[src/logic/rpm_consts.vh]
// constants for the reset and power mode controller
`ifndef RPM_CONSTS_VH
`define RPM_CONSTS_VH

// ----------------------------------------------------------------
// register addresses
// ----------------------------------------------------------------
`define RPM_ADDR_W          8
`define RPM_ADDR_PWR_CTRL   8'h87
`define RPM_ADDR_RST_SRC    8'hEF
`define RPM_ADDR_MON_CTRL   8'hFF
`define RPM_ADDR_IRQ_STAT   8'hE0
`define RPM_ADDR_IRQ_MASK   8'hE1

// ----------------------------------------------------------------
// fields
// ----------------------------------------------------------------
`define RPM_PC_GF_HI        7
`define RPM_PC_GF_LO        2
`define RPM_PC_STOP         1
`define RPM_PC_IDLE         0
`define RPM_RS_POR          1
`define RPM_MC_EN           7
`define RPM_MC_STAT         6
`define RPM_IRQ_W           3
`define RPM_IRQ_IDLE        0
`define RPM_IRQ_STOP        1
`define RPM_IRQ_MON         2

// ----------------------------------------------------------------
// reset values
// ----------------------------------------------------------------
`define RPM_GF_RST          6'h00
`define RPM_PORT_RST        8'hFF
`define RPM_PC_RST          16'h0000
`define RPM_BYTE_ZERO       8'h00
`define RPM_IRQ_ZERO        3'h0
`define RPM_WDT_DIV         4'hB

// ----------------------------------------------------------------
// timing
// ----------------------------------------------------------------
`define RPM_CLK_MHZ         100
`define RPM_POR_DELAY_US    300
`define RPM_CNT_W           16

`endif

[src/logic/rpm_ctrl.v]
// reset and power mode controller: reset combining, cause flags, power control register
// Contract
// - power control bits 7:2 are six software flags with no hardware effect.
// - writing 1 to bit 1 enters stop mode, oscillator halted; reads 0.
// - writing 1 to bit 0 gates only the cpu clock; reads 0.
// - in reset: halt cpu, registers to defaults, ports known, interrupts and timers off; interrupt status kept except on nrst.
// - data memory kept across reset; stack pointer reinitialised.
// - port latches load 0xFF open-drain; weak pull-ups on during and after reset.
// - power-on and monitor resets drive the reset pin low while in reset.
// - leaving reset: pc cleared, internal oscillator selected, fetch from zero.
// - leaving reset: watchdog enabled, clocked from system clock divided by twelve.
// - power-up held in reset until supply good, then extra release delay.
// - power-on or monitor reset sets power-on flag; other causes clear it.
// - other cause flags undefined while power-on flag is set.
// - only power-on reset enables the supply monitor; other resets keep state.
// - supply below threshold holds reset and drives pin low until it recovers.
// - monitor reset releases without the power-on delay.
// - monitor enable is bit 7 of the monitor control register.
`include "rpm_consts.vh"

module rpm_ctrl #(
  parameter [`RPM_CNT_W-1:0] POR_DELAY_CYC = (`RPM_POR_DELAY_US * `RPM_CLK_MHZ)
) (
  input  wire                   clk_sys,
  input  wire                   nrst,
  input  wire                   clk_en,
  input  wire                   supply_good,
  input  wire                   other_rst_req,
  input  wire [`RPM_ADDR_W-1:0] reg_addr,
  input  wire [7:0]             reg_wdata,
  input  wire                   reg_wr,
  input  wire                   reg_rd,
  output reg  [7:0]             reg_rdata,
  output wire                   irq,
  output wire                   rst_pin_o,
  output wire                   rst_pin_oe,
  output wire                   core_rst,
  output wire                   cpu_clk_gate,
  output wire                   osc_halt,
  output reg  [7:0]             port_latch,
  output wire                   port_open_drain,
  output wire                   weak_pullup_en,
  output wire                   sp_reinit,
  output wire [15:0]            pc_reset_value,
  output wire                   sel_int_osc,
  output wire                   wdt_enable,
  output wire [3:0]             wdt_div_m1,
  output wire                   irq_timer_disable,
  output wire                   supply_mon_en
);

  // ----------------------------------------------------------------
  // states, one-hot
  // ----------------------------------------------------------------
  localparam [3:0] ST_POR   = 4'h1;
  localparam [3:0] ST_DELAY = 4'h2;
  localparam [3:0] ST_RUN   = 4'h4;
  localparam [3:0] ST_MON   = 4'h8;

  // ----------------------------------------------------------------
  // input synchronisers
  // ----------------------------------------------------------------
  // the supply level is asynchronous to clk_sys; two flops before use
  reg        sg_meta_q;
  reg        sg_q;
  reg        orr_meta_q;
  reg        orr_q;
  // nrst release synchronised so the state and counter flops leave together
  reg        rel_meta_q;
  reg        rel_q;

  always @(posedge clk_sys or negedge nrst) begin
    if (!nrst) begin
      rel_meta_q <= 1'b0;
      rel_q      <= 1'b0;
    end else begin
      rel_meta_q <= 1'b1;
      rel_q      <= rel_meta_q;
    end
  end

  always @(posedge clk_sys or negedge nrst) begin
    if (!nrst) begin
      sg_meta_q  <= 1'b0;
      sg_q       <= 1'b0;
      orr_meta_q <= 1'b0;
      orr_q      <= 1'b0;
    end else if (clk_en) begin
      sg_meta_q  <= supply_good;
      sg_q       <= sg_meta_q;
      orr_meta_q <= other_rst_req;
      orr_q      <= orr_meta_q;
    end
  end

  // ----------------------------------------------------------------
  // registers and state
  // ----------------------------------------------------------------
  reg [3:0]             state_q;
  reg [3:0]             state_d;
  reg [`RPM_CNT_W-1:0]  cnt_q;
  reg [`RPM_CNT_W-1:0]  cnt_d;
  reg [5:0]             gflags_q;
  reg                   idle_q;
  reg                   stop_q;
  reg                   por_flag_q;
  reg                   mon_en_q;
  reg [`RPM_IRQ_W-1:0]  stat_q;
  reg [`RPM_IRQ_W-1:0]  mask_q;
  reg                   in_rst_q;

  // monitor counts only when enabled; a disabled monitor never resets
  wire mon_fail = mon_en_q & ~sg_q;
  wire running  = state_q[2];
  wire soft_rst = running & orr_q;

  always @* begin
    state_d = state_q;
    cnt_d   = cnt_q;
    case (state_q)
      ST_POR: begin
        cnt_d = {`RPM_CNT_W{1'b0}};
        if (sg_q) begin
          state_d = ST_DELAY;
        end
      end
      ST_DELAY: begin
        cnt_d = cnt_q + {{(`RPM_CNT_W-1){1'b0}}, 1'b1};
        if (!sg_q) begin
          state_d = ST_POR;
        end else if (cnt_q >= POR_DELAY_CYC - {{(`RPM_CNT_W-1){1'b0}}, 1'b1}) begin
          state_d = ST_RUN;
        end
      end
      ST_RUN: begin
        if (mon_fail) begin
          state_d = ST_MON;
        end
      end
      ST_MON: begin
        if (sg_q) begin
          state_d = ST_RUN;
        end
      end
      default: begin
        state_d = ST_POR;
      end
    endcase
  end

  always @(posedge clk_sys or negedge nrst) begin
    if (!nrst) begin
      state_q <= ST_POR;
      cnt_q   <= {`RPM_CNT_W{1'b0}};
    end else if (!rel_q) begin
      state_q <= ST_POR;
      cnt_q   <= {`RPM_CNT_W{1'b0}};
    end else if (clk_en) begin
      state_q <= state_d;
      cnt_q   <= cnt_d;
    end
  end

  // ----------------------------------------------------------------
  // power control, cause flag, monitor enable
  // ----------------------------------------------------------------
  wire wr_pc  = reg_wr & (reg_addr == `RPM_ADDR_PWR_CTRL);
  wire wr_rs  = reg_wr & (reg_addr == `RPM_ADDR_RST_SRC);
  wire wr_mc  = reg_wr & (reg_addr == `RPM_ADDR_MON_CTRL);
  wire wr_msk = reg_wr & (reg_addr == `RPM_ADDR_IRQ_MASK);
  wire rd_st  = reg_rd & (reg_addr == `RPM_ADDR_IRQ_STAT);

  always @(posedge clk_sys or negedge nrst) begin
    if (!nrst) begin
      gflags_q   <= `RPM_GF_RST;
      idle_q     <= 1'b0;
      stop_q     <= 1'b0;
      por_flag_q <= 1'b1;
      mon_en_q   <= 1'b1;
      mask_q     <= `RPM_IRQ_ZERO;
      in_rst_q   <= 1'b1;
    end else if (clk_en) begin
      in_rst_q <= ~running | soft_rst;
      if (!running) begin
        gflags_q <= `RPM_GF_RST;
        idle_q   <= 1'b0;
        stop_q   <= 1'b0;
        mask_q   <= `RPM_IRQ_ZERO;
        por_flag_q <= 1'b1;
        if (state_q[0]) begin
          mon_en_q <= 1'b1;
        end
      end else if (soft_rst) begin
        // other causes reset registers but leave the monitor alone
        gflags_q   <= `RPM_GF_RST;
        idle_q     <= 1'b0;
        stop_q     <= 1'b0;
        mask_q     <= `RPM_IRQ_ZERO;
        por_flag_q <= 1'b0;
      end else begin
        if (wr_pc) begin
          gflags_q <= reg_wdata[`RPM_PC_GF_HI:`RPM_PC_GF_LO];
          if (reg_wdata[`RPM_PC_IDLE]) begin
            idle_q <= 1'b1;
          end
          if (reg_wdata[`RPM_PC_STOP]) begin
            stop_q <= 1'b1;
          end
        end
        // writing bit 1 loads the power-on flag directly; nothing else uses it
        if (wr_rs) begin
          por_flag_q <= reg_wdata[`RPM_RS_POR];
        end
        if (wr_mc) begin
          mon_en_q <= reg_wdata[`RPM_MC_EN];
        end
        if (wr_msk) begin
          mask_q <= reg_wdata[`RPM_IRQ_W-1:0];
        end
      end
    end
  end

  // ----------------------------------------------------------------
  // interrupt status: set wins over read-clear
  // ----------------------------------------------------------------
  wire [`RPM_IRQ_W-1:0] ev;
  assign ev[`RPM_IRQ_IDLE] = wr_pc & reg_wdata[`RPM_PC_IDLE] & running;
  assign ev[`RPM_IRQ_STOP] = wr_pc & reg_wdata[`RPM_PC_STOP] & running;
  assign ev[`RPM_IRQ_MON]  = running & mon_fail;

  always @(posedge clk_sys or negedge nrst) begin
    if (!nrst) begin
      stat_q <= `RPM_IRQ_ZERO;
    end else if (clk_en) begin
      stat_q <= (rd_st ? `RPM_IRQ_ZERO : stat_q) | ev;
    end
  end

  assign irq = |(stat_q & mask_q);

  // ----------------------------------------------------------------
  // read port, data one cycle after the strobe
  // ----------------------------------------------------------------
  always @(posedge clk_sys or negedge nrst) begin
    if (!nrst) begin
      reg_rdata <= `RPM_BYTE_ZERO;
    end else if (clk_en) begin
      reg_rdata <= `RPM_BYTE_ZERO;
      if (reg_rd) begin
        if (reg_addr == `RPM_ADDR_PWR_CTRL) begin
          reg_rdata <= {gflags_q, 2'b00};
        end else if (reg_addr == `RPM_ADDR_RST_SRC) begin
          // other cause bits are not modelled and read 0
          reg_rdata <= {6'h00, por_flag_q, 1'b0};
        end else if (reg_addr == `RPM_ADDR_MON_CTRL) begin
          reg_rdata <= {mon_en_q, sg_q, 6'h00};
        end else if (reg_addr == `RPM_ADDR_IRQ_STAT) begin
          reg_rdata <= {5'h00, stat_q};
        end else if (reg_addr == `RPM_ADDR_IRQ_MASK) begin
          reg_rdata <= {5'h00, mask_q};
        end
      end
    end
  end

  // ----------------------------------------------------------------
  // port latches
  // ----------------------------------------------------------------
  always @(posedge clk_sys or negedge nrst) begin
    if (!nrst) begin
      port_latch <= `RPM_PORT_RST;
    end else if (clk_en && in_rst_q) begin
      port_latch <= `RPM_PORT_RST;
    end
  end

  // ----------------------------------------------------------------
  // outputs to the core
  // ----------------------------------------------------------------
  // open-drain pin: only ever pulled low, never driven high
  assign rst_pin_o         = 1'b0;
  assign rst_pin_oe        = ~running;
  assign core_rst          = in_rst_q;
  assign cpu_clk_gate      = idle_q | stop_q;
  assign osc_halt          = stop_q;
  assign port_open_drain   = in_rst_q;
  assign weak_pullup_en    = 1'b1;
  // data memory has no reset path here; only the stack pointer reloads
  assign sp_reinit         = in_rst_q;
  assign pc_reset_value    = `RPM_PC_RST;
  assign sel_int_osc       = in_rst_q;
  assign wdt_enable        = 1'b1;
  assign wdt_div_m1        = `RPM_WDT_DIV;
  assign irq_timer_disable = in_rst_q;
  assign supply_mon_en     = mon_en_q;

endmodule

[config.mk]
export PLATFORM = sky130hd
export DESIGN_NAME = rpm_ctrl
export DESIGN_NICKNAME = d
export VERILOG_FILES = /design/src/logic/rpm_ctrl.v
export VERILOG_INCLUDE_DIRS = /design/src /design/src/logic
export SDC_FILE = /design/constraint.sdc
export NUM_CORES = 1
export LEC_CHECK = 0
export ABC_AREA = 0
export BUFFER_PORTS_ARGS = -buffer_cell sky130_fd_sc_hd__buf_2
export CAP_MARGIN = 20
export CORE_ASPECT_RATIO = 0.7
export CORE_UTILIZATION = 35
export DETAILED_ROUTE_END_ITERATION = 8
export PLACE_DENSITY = 0.59
export SYNTH_ARGS = -nofsm -noshare
export SYNTH_HDL_FRONTEND = slang
export SYNTH_SLANG_ARGS = --single-unit
[constraint.sdc]
create_clock -name clk_sys -period 1.8 [get_ports clk_sys]
set_input_delay 0.36 -clock clk_sys [delete_from_list [all_inputs] [get_ports clk_sys]]
set_output_delay 0.36 -clock clk_sys [all_outputs]
set_load 0.05 [all_outputs]
==> qor.txt, run 1 <==
skew final -> 0.006990 ns
startpoint class of the critical path -> flip-flop
area leader, netlist -> dfrtp_1
crit-path max FO -> 4
Core Area -> 7973 um2
setup_tns -> -0.08395 ns
hold-fix buffers at CTS -> 0
Warnings, synthesis -> 0
Final setup viols -> 2
leakage -> 0.001634 uW
DIE WIDTH -> 110.9 um
ratio of cells with drive above 1 in the final layout -> 0.2940
metal1 wirelength -> 3295 um
Routed Antenna Nets -> 0
DR iter-0 viols -> 198
Finished Core Util -> 0.4328
CTS tree -> yes
Detailed Routing Iterations Pass 1 -> 7
Top Layer Used -> met4
Slew Limit Fails -> 0
Final WS setup -> -0.04220 ns
Yosys reg bits -> 51
first-pass GRT wire length -> 10970 um
DR vias -> 2387
routed length per instance -> 14.32 um
met3 wire len -> 411 um
Synth top area share -> 0.4045
Initial Util -> 0.3647
Root Driver -> clkbuf_16
synth top area cells -> dfrtp_1 40%, buf_4 9.3%, o21ai_0 5.3%, nand2_1 3.9%, dfstp_2 3.6%
Post-DP HPWL -> 4767 um
Fin. Hold Viols -> 0
EDFF count, synth -> 0
GRT Residual Overflow -> 0
Netlist cell types -> 55
Cells after Synth -> 305
Main synth FF type -> dfrtp_1
Synth Cell Area -> 2908 um2
dpl ws -> -0.08823 ns
Final Critical Period -> 1.842 ns
fmax -> 542.8 MHz
Ports -> 72
WL met2 -> 2867 um
Max-cap violations -> 0
Clock Tree Buf Depth -> 2
post-synthesis sequential area ratio -> 0.4406
setup repair after global routing missed its margin -> yes
Syn-to-layout area delta -> 18.67%
routability cong. -> 0.8375
Avg Cell Area, Syn -> 9.534 um2
DRT Wirelength -> 6658 um
final net count -> 387
GRT Total Usage -> 0.1611
initial antenna violation count -> 0
Design Power -> 3151 uW
CP required -> 1.98 ns
WS Path Type -> reg -> reg
number of global-route vias before repair -> 2141
PwrDens -> 913.2 nW/um2
crit share post-route -> 1.023
Synth async-reset ratio -> 1.000
# fillers -> 803
most common cell after layout, fill and taps aside -> dfrtp_1
Multi-input gate area -> 1400 um2
Clock Pin Slew Worst Setup and Hold Paths -> 0.07 ns
VDD IR-drop max -> 0.3800 mV
largest net degree at the start of global routing -> 52
Critical Path AT -> 2.02 ns
num rows -> 27
worst hold path type -> in -> async
most frequent cells in the layout -> 46 x dfrtp_1, 40 x buf_2, 32 x conb_1, 31 x o21ai_0, 30 x nand2_1
Worst Setup End Kind -> flip-flop
Buffers on Ports -> 40
failing checks -> DRC, setup timing
register area -> 1282 um2
Num Clock Sinks -> 51
H-tree levels -> 2
Hold Slack -> 0.03220 ns
DRC errors left -> 18
die area -> 8682 um2
ant diodes -> 0
Via density -> 5.133
status -> complete, but fails checks
worst skew pair latency -> 0.30 ns
TritonCTS Buffers -> 5
die height -> 78.26 um
-- power breakdown --
group | total [uW] | switching (uW) | internal, uW | leakage (uW)
Clock | 1150 | 446 | 700 | 0.0000875
Sequential | 1280 | 73.2 | 1210 | 0.000682
Combinational | 722 | 469 | 253 | 0.000864
-- critical path, stage by stage (launching register included) --
cell and delay (ns):
dfrtp_1 0.39, ha_2 0.19, nand4_1 0.21, nand2_1 0.13
nand4_1 0.12, a22oi_2 0.35, mux2_4 0.34
-- logic make-up after synthesis --
| group | share of synthesized area |
|---|---|
| flops | 0.4406 |
| fa+ha+maj | 0.004302 |
| other cells | 0.002583 |
| simple gates | 0.1958 |
| compound gates | 0.1790 |
| buf+inv | 0.1274 |
| mux | 0.04432 |
| xor+xnor | 0.006025 |
-- Yosys cell counts, types with 2 or more instances --
master / n
buf_4: 36
xnor2_1: 2
a21oi_1: 13
inv_1: 11
nand2b_1: 3
nand3_1: 11
and2b_1: 2
nand4_1: 9
o31ai_1: 3
and3_1: 7
a31oi_1: 4
nor2_1: 13
mux2_2: 7
dfstp_2: 4
o2bb2ai_1: 3
clkbuf_1: 6
buf_6: 2
a22o_1: 10
a221o_1: 2
or2_2: 2
dfrtp_1: 47
nand2_1: 30
or3_1: 2
mux2i_1: 5
nor4_1: 3
conb_1: 2
nor4b_1: 2
nor3_1: 4
o21ai_0: 31
a32o_1: 3
nor3_4: 2
-- final cells by class --
class	count	area share
Tap cell	101	0.03662
Sequential cell	51	0.3716
Clock buffer	6	0.04025
Multi-Input combinational cell	226	0.4057
Timing Repair Buffer	68	0.1226
Clock inverter	2	0.01124
Inverter	11	0.01197
-- stage by stage --
stage,std cells,instance area [um2]
final,465,3451
after global placement,453,3211
after global routing,465,3451
after detailed placement,453,3211
after CTS,461,3388
after floorplan,335,3020
-- state kept, by name, indices dropped and copies added (netlist names), 3 cells and up --
| signal | cells |
|---|---|
| mask_q | 3 |
| gflags_q | 6 |
| cnt_q | 16 |
| reg_rdata | 8 |
| state_q | 4 |
| stat_q | 3 |
-- what timing repair did --
item / in CTS / in global routing
setup endpoints to repair: 0 / 7
setup buffers: 0 / 4
resized for setup: 0 / 10
-- final timing paths --
kind / end / slack [ns] / cells after the start / startpoint
setup / recovery: state_q[1]$_DFFE_PN0P_ / -0.04 / 6 / cnt_q[1]$_DFFE_PN0P_
min in group clk_sys: gflags_q[3]$_DFFE_PN0P_ / 0.29 / 2 / reg_wdata[5]
setup reg to reg: state_q[1]$_DFFE_PN0P_ / -0.04 / 6 / cnt_q[1]$_DFFE_PN0P_
hold reg to reg: rel_q$_DFF_PN0_ / 0.35 / 0 / rel_meta_q$_DFF_PN0_
max in group asynchronous: core_rst$_DFFE_PN1P_ / 1.45 / 2 / nrst
hold / removal: reg_rdata[3]$_DFFE_PN0P_ / 0.03 / 2 / nrst
-- layer usage --
metal  up-vias  global-route usage
li1       1156                   -
met1      1153              0.2338
met2        68              0.2333
met3        10             0.04324
met4         0             0.04521
met5         -                   0
No activity file was read; power rests on OpenSTA's default activity.
==> run 2: changes to the inputs <==
clock period = 1.6 ns   (was 1.8 ns; I/O delays follow)
==> qor.txt, run 2 (synthesized netlist as in run 1, its figures left out) <==
DIE WIDTH -> 110.9 um
DR iter-0 viols -> 146
ant diodes -> 0
initial antenna violation count -> 0
die height -> 78.26 um
TritonCTS Buffers -> 5
worst min-delay path startpoint -> reg_wdata[3]
WS Path Type -> reg -> reg
DRC errors left -> 9
failing checks -> DRC, setup timing
Post-DP HPWL -> 5216 um
most common cell after layout, fill and taps aside -> buf_4
setup repair after global routing missed its margin -> yes
VDD IR-drop max -> 0.5189 mV
largest net degree at the start of global routing -> 22
crit share post-route -> 1.096
CP required -> 1.78 ns
Finished Core Util -> 0.4688
routed length per instance -> 14.67 um
met3 wire len -> 481 um
status -> complete, but fails checks
GRT Residual Overflow -> 0
Critical Path AT -> 1.93 ns
fmax -> 570.0 MHz
crit-path max FO -> 8
reg-to-reg slack, setup -> -0.15 ns
RR Startpoint -> state_q[1]$_DFFE_PN0P_
most frequent cells in the layout -> 48 x buf_4, 45 x dfrtp_1, 38 x buf_2, 32 x conb_1, 29 x nand2_1
biggest registers after layout -> cnt_q (16), reg_rdata (8), gflags_q (6)
Detailed Routing Iterations Pass 1 -> 7
Initial Util -> 0.3647
Final Critical Period -> 1.754 ns
Max-cap violations -> 0
Final setup viols -> 12
DRT Wirelength -> 7218 um
final net count -> 414
die area -> 8682 um2
Buffers on Ports -> 40
Fin. Hold Viols -> 0
worst r2r path cells -> 5
Final WS setup -> -0.1544 ns
Clock Tree Buf Depth -> 2
RR Endpoint -> state_q[2]$_DFFE_PN0P_
number of global-route vias before repair -> 2253
H-tree levels -> 2
worst skew pair latency -> 0.29 ns
setup_tns -> -0.6532 ns
WL met2 -> 2964 um
Via density -> 5.128
routability cong. -> 0.8753
worst hold path depth -> 2
skew final -> 0.008174 ns
GRT Total Usage -> 0.1705
num rows -> 27
ratio of cells with drive above 1 in the final layout -> 0.3632
Hold Path Sink -> gflags_q[1]$_DFFE_PN0P_
Slew Limit Fails -> 0
Core Area -> 7973 um2
first-pass GRT wire length -> 11750 um
dpl ws -> -0.2269 ns
Reg with most FFs -> cnt_q
Worst Setup End Kind -> flip-flop
max reg flops -> 16
leakage -> 0.001799 uW
# fillers -> 751
Root Driver -> clkbuf_16
worst hold path type -> in -> reg
Top Layer Used -> met4
CTS tree -> yes
Syn-to-layout area delta -> 28.53%
PwrDens -> 982.6 nW/um2
Ports -> 72
startpoint class of the critical path -> flip-flop
DR vias -> 2523
Clock Pin Slew Worst Setup and Hold Paths -> 0.07 ns
metal1 wirelength -> 3715 um
Routed Antenna Nets -> 0
Num Clock Sinks -> 51
[run 2: changes by cell type in the layout (fill, tap and decap cells not counted), sizes merged]
| cell | delta |
|---|---|
| buf | +25 |
| dlygate4sd3 | +1 |
| clkinv | +2 |
| inv | -1 |
| o31a | +1 |
| clkbuf | -1 |
[run 2: layer usage]
layer  vias up  track usage
met4         0      0.04110
met5         -            0
li1       1211            -
met2       103       0.2327
met1      1204       0.2695
met3         5      0.03166
[run 2: power breakdown]
group          switching [uW]  internal [uW]  total, uW
clock network             467            738       1200
logic                     599            417       1020
registers                87.4           1360       1450
[run 2: through the flow]
stage / power [uW] / area (um2) / hold WS (ns) / instances
2_1_floorplan: 2122 / 3042 / 0.02441 / 335
3_3_place_gp: 2323 / 3410 / 0.2722 / 475
3_5_place_dp: 2337 / 3410 / 0.2751 / 475
4_1_cts: 3624 / 3646 / 0.2484 / 488
5_1_grt: 3858 / 3737 / 0.2551 / 492
6_report: 3672 / 3737 / 0.2501 / 492
[run 2: worst max-delay path: stages (launching register included)]
cell and delay, ns:
dfrtp_2 0.47, nor4b_1 0.45, o21ai_1 0.15, nand3_2 0.11, a22oi_2 0.14, mux2_4 0.33
[run 2: final cells by class]
| class | instances | area, um2 | area share |
|---|---|---|---|
| multi-input combinational | 227 | 1456 | 0.3897 |
| sequential | 51 | 1284 | 0.3435 |
| timing repair buffer | 94 | 660.6 | 0.1768 |
| tap | 101 | 126.4 | 0.03381 |
| clock buffer | 5 | 125.1 | 0.03348 |
| clock inverter | 3 | 43.79 | 0.01172 |
| inverter | 11 | 41.29 | 0.01105 |
[run 2: how the worst max path moves through the flow]
stage	start	depth (start not counted)	slack (ns)	to
2_1_floorplan	supply_mon_en$_DFFE_PN1P_	5	-0.1	state_q[1]$_DFFE_PN0P_
3_5_place_dp	reg_addr[5]	5	-0.23	gflags_q[2]$_DFFE_PN0P_
6_report	state_q[1]$_DFFE_PN0P_	5	-0.15	state_q[2]$_DFFE_PN0P_
4_1_cts	state_q[0]$_DFFE_PN1P_	5	-0.11	state_q[2]$_DFFE_PN0P_
5_1_grt	state_q[1]$_DFFE_PN0P_	5	-0.18	state_q[1]$_DFFE_PN0P_
3_3_place_gp	reg_addr[5]	5	-0.17	gflags_q[1]$_DFFE_PN0P_
[run 2: what timing repair did]
action	4_1_cts	5_1_grt
setup endpoints to repair	19	31
pin swaps	6	12
hold buffers	1	0
gates resized for setup	10	24
setup buffers	3	4
hold endpoints to repair	13	0
gates cloned	1	0
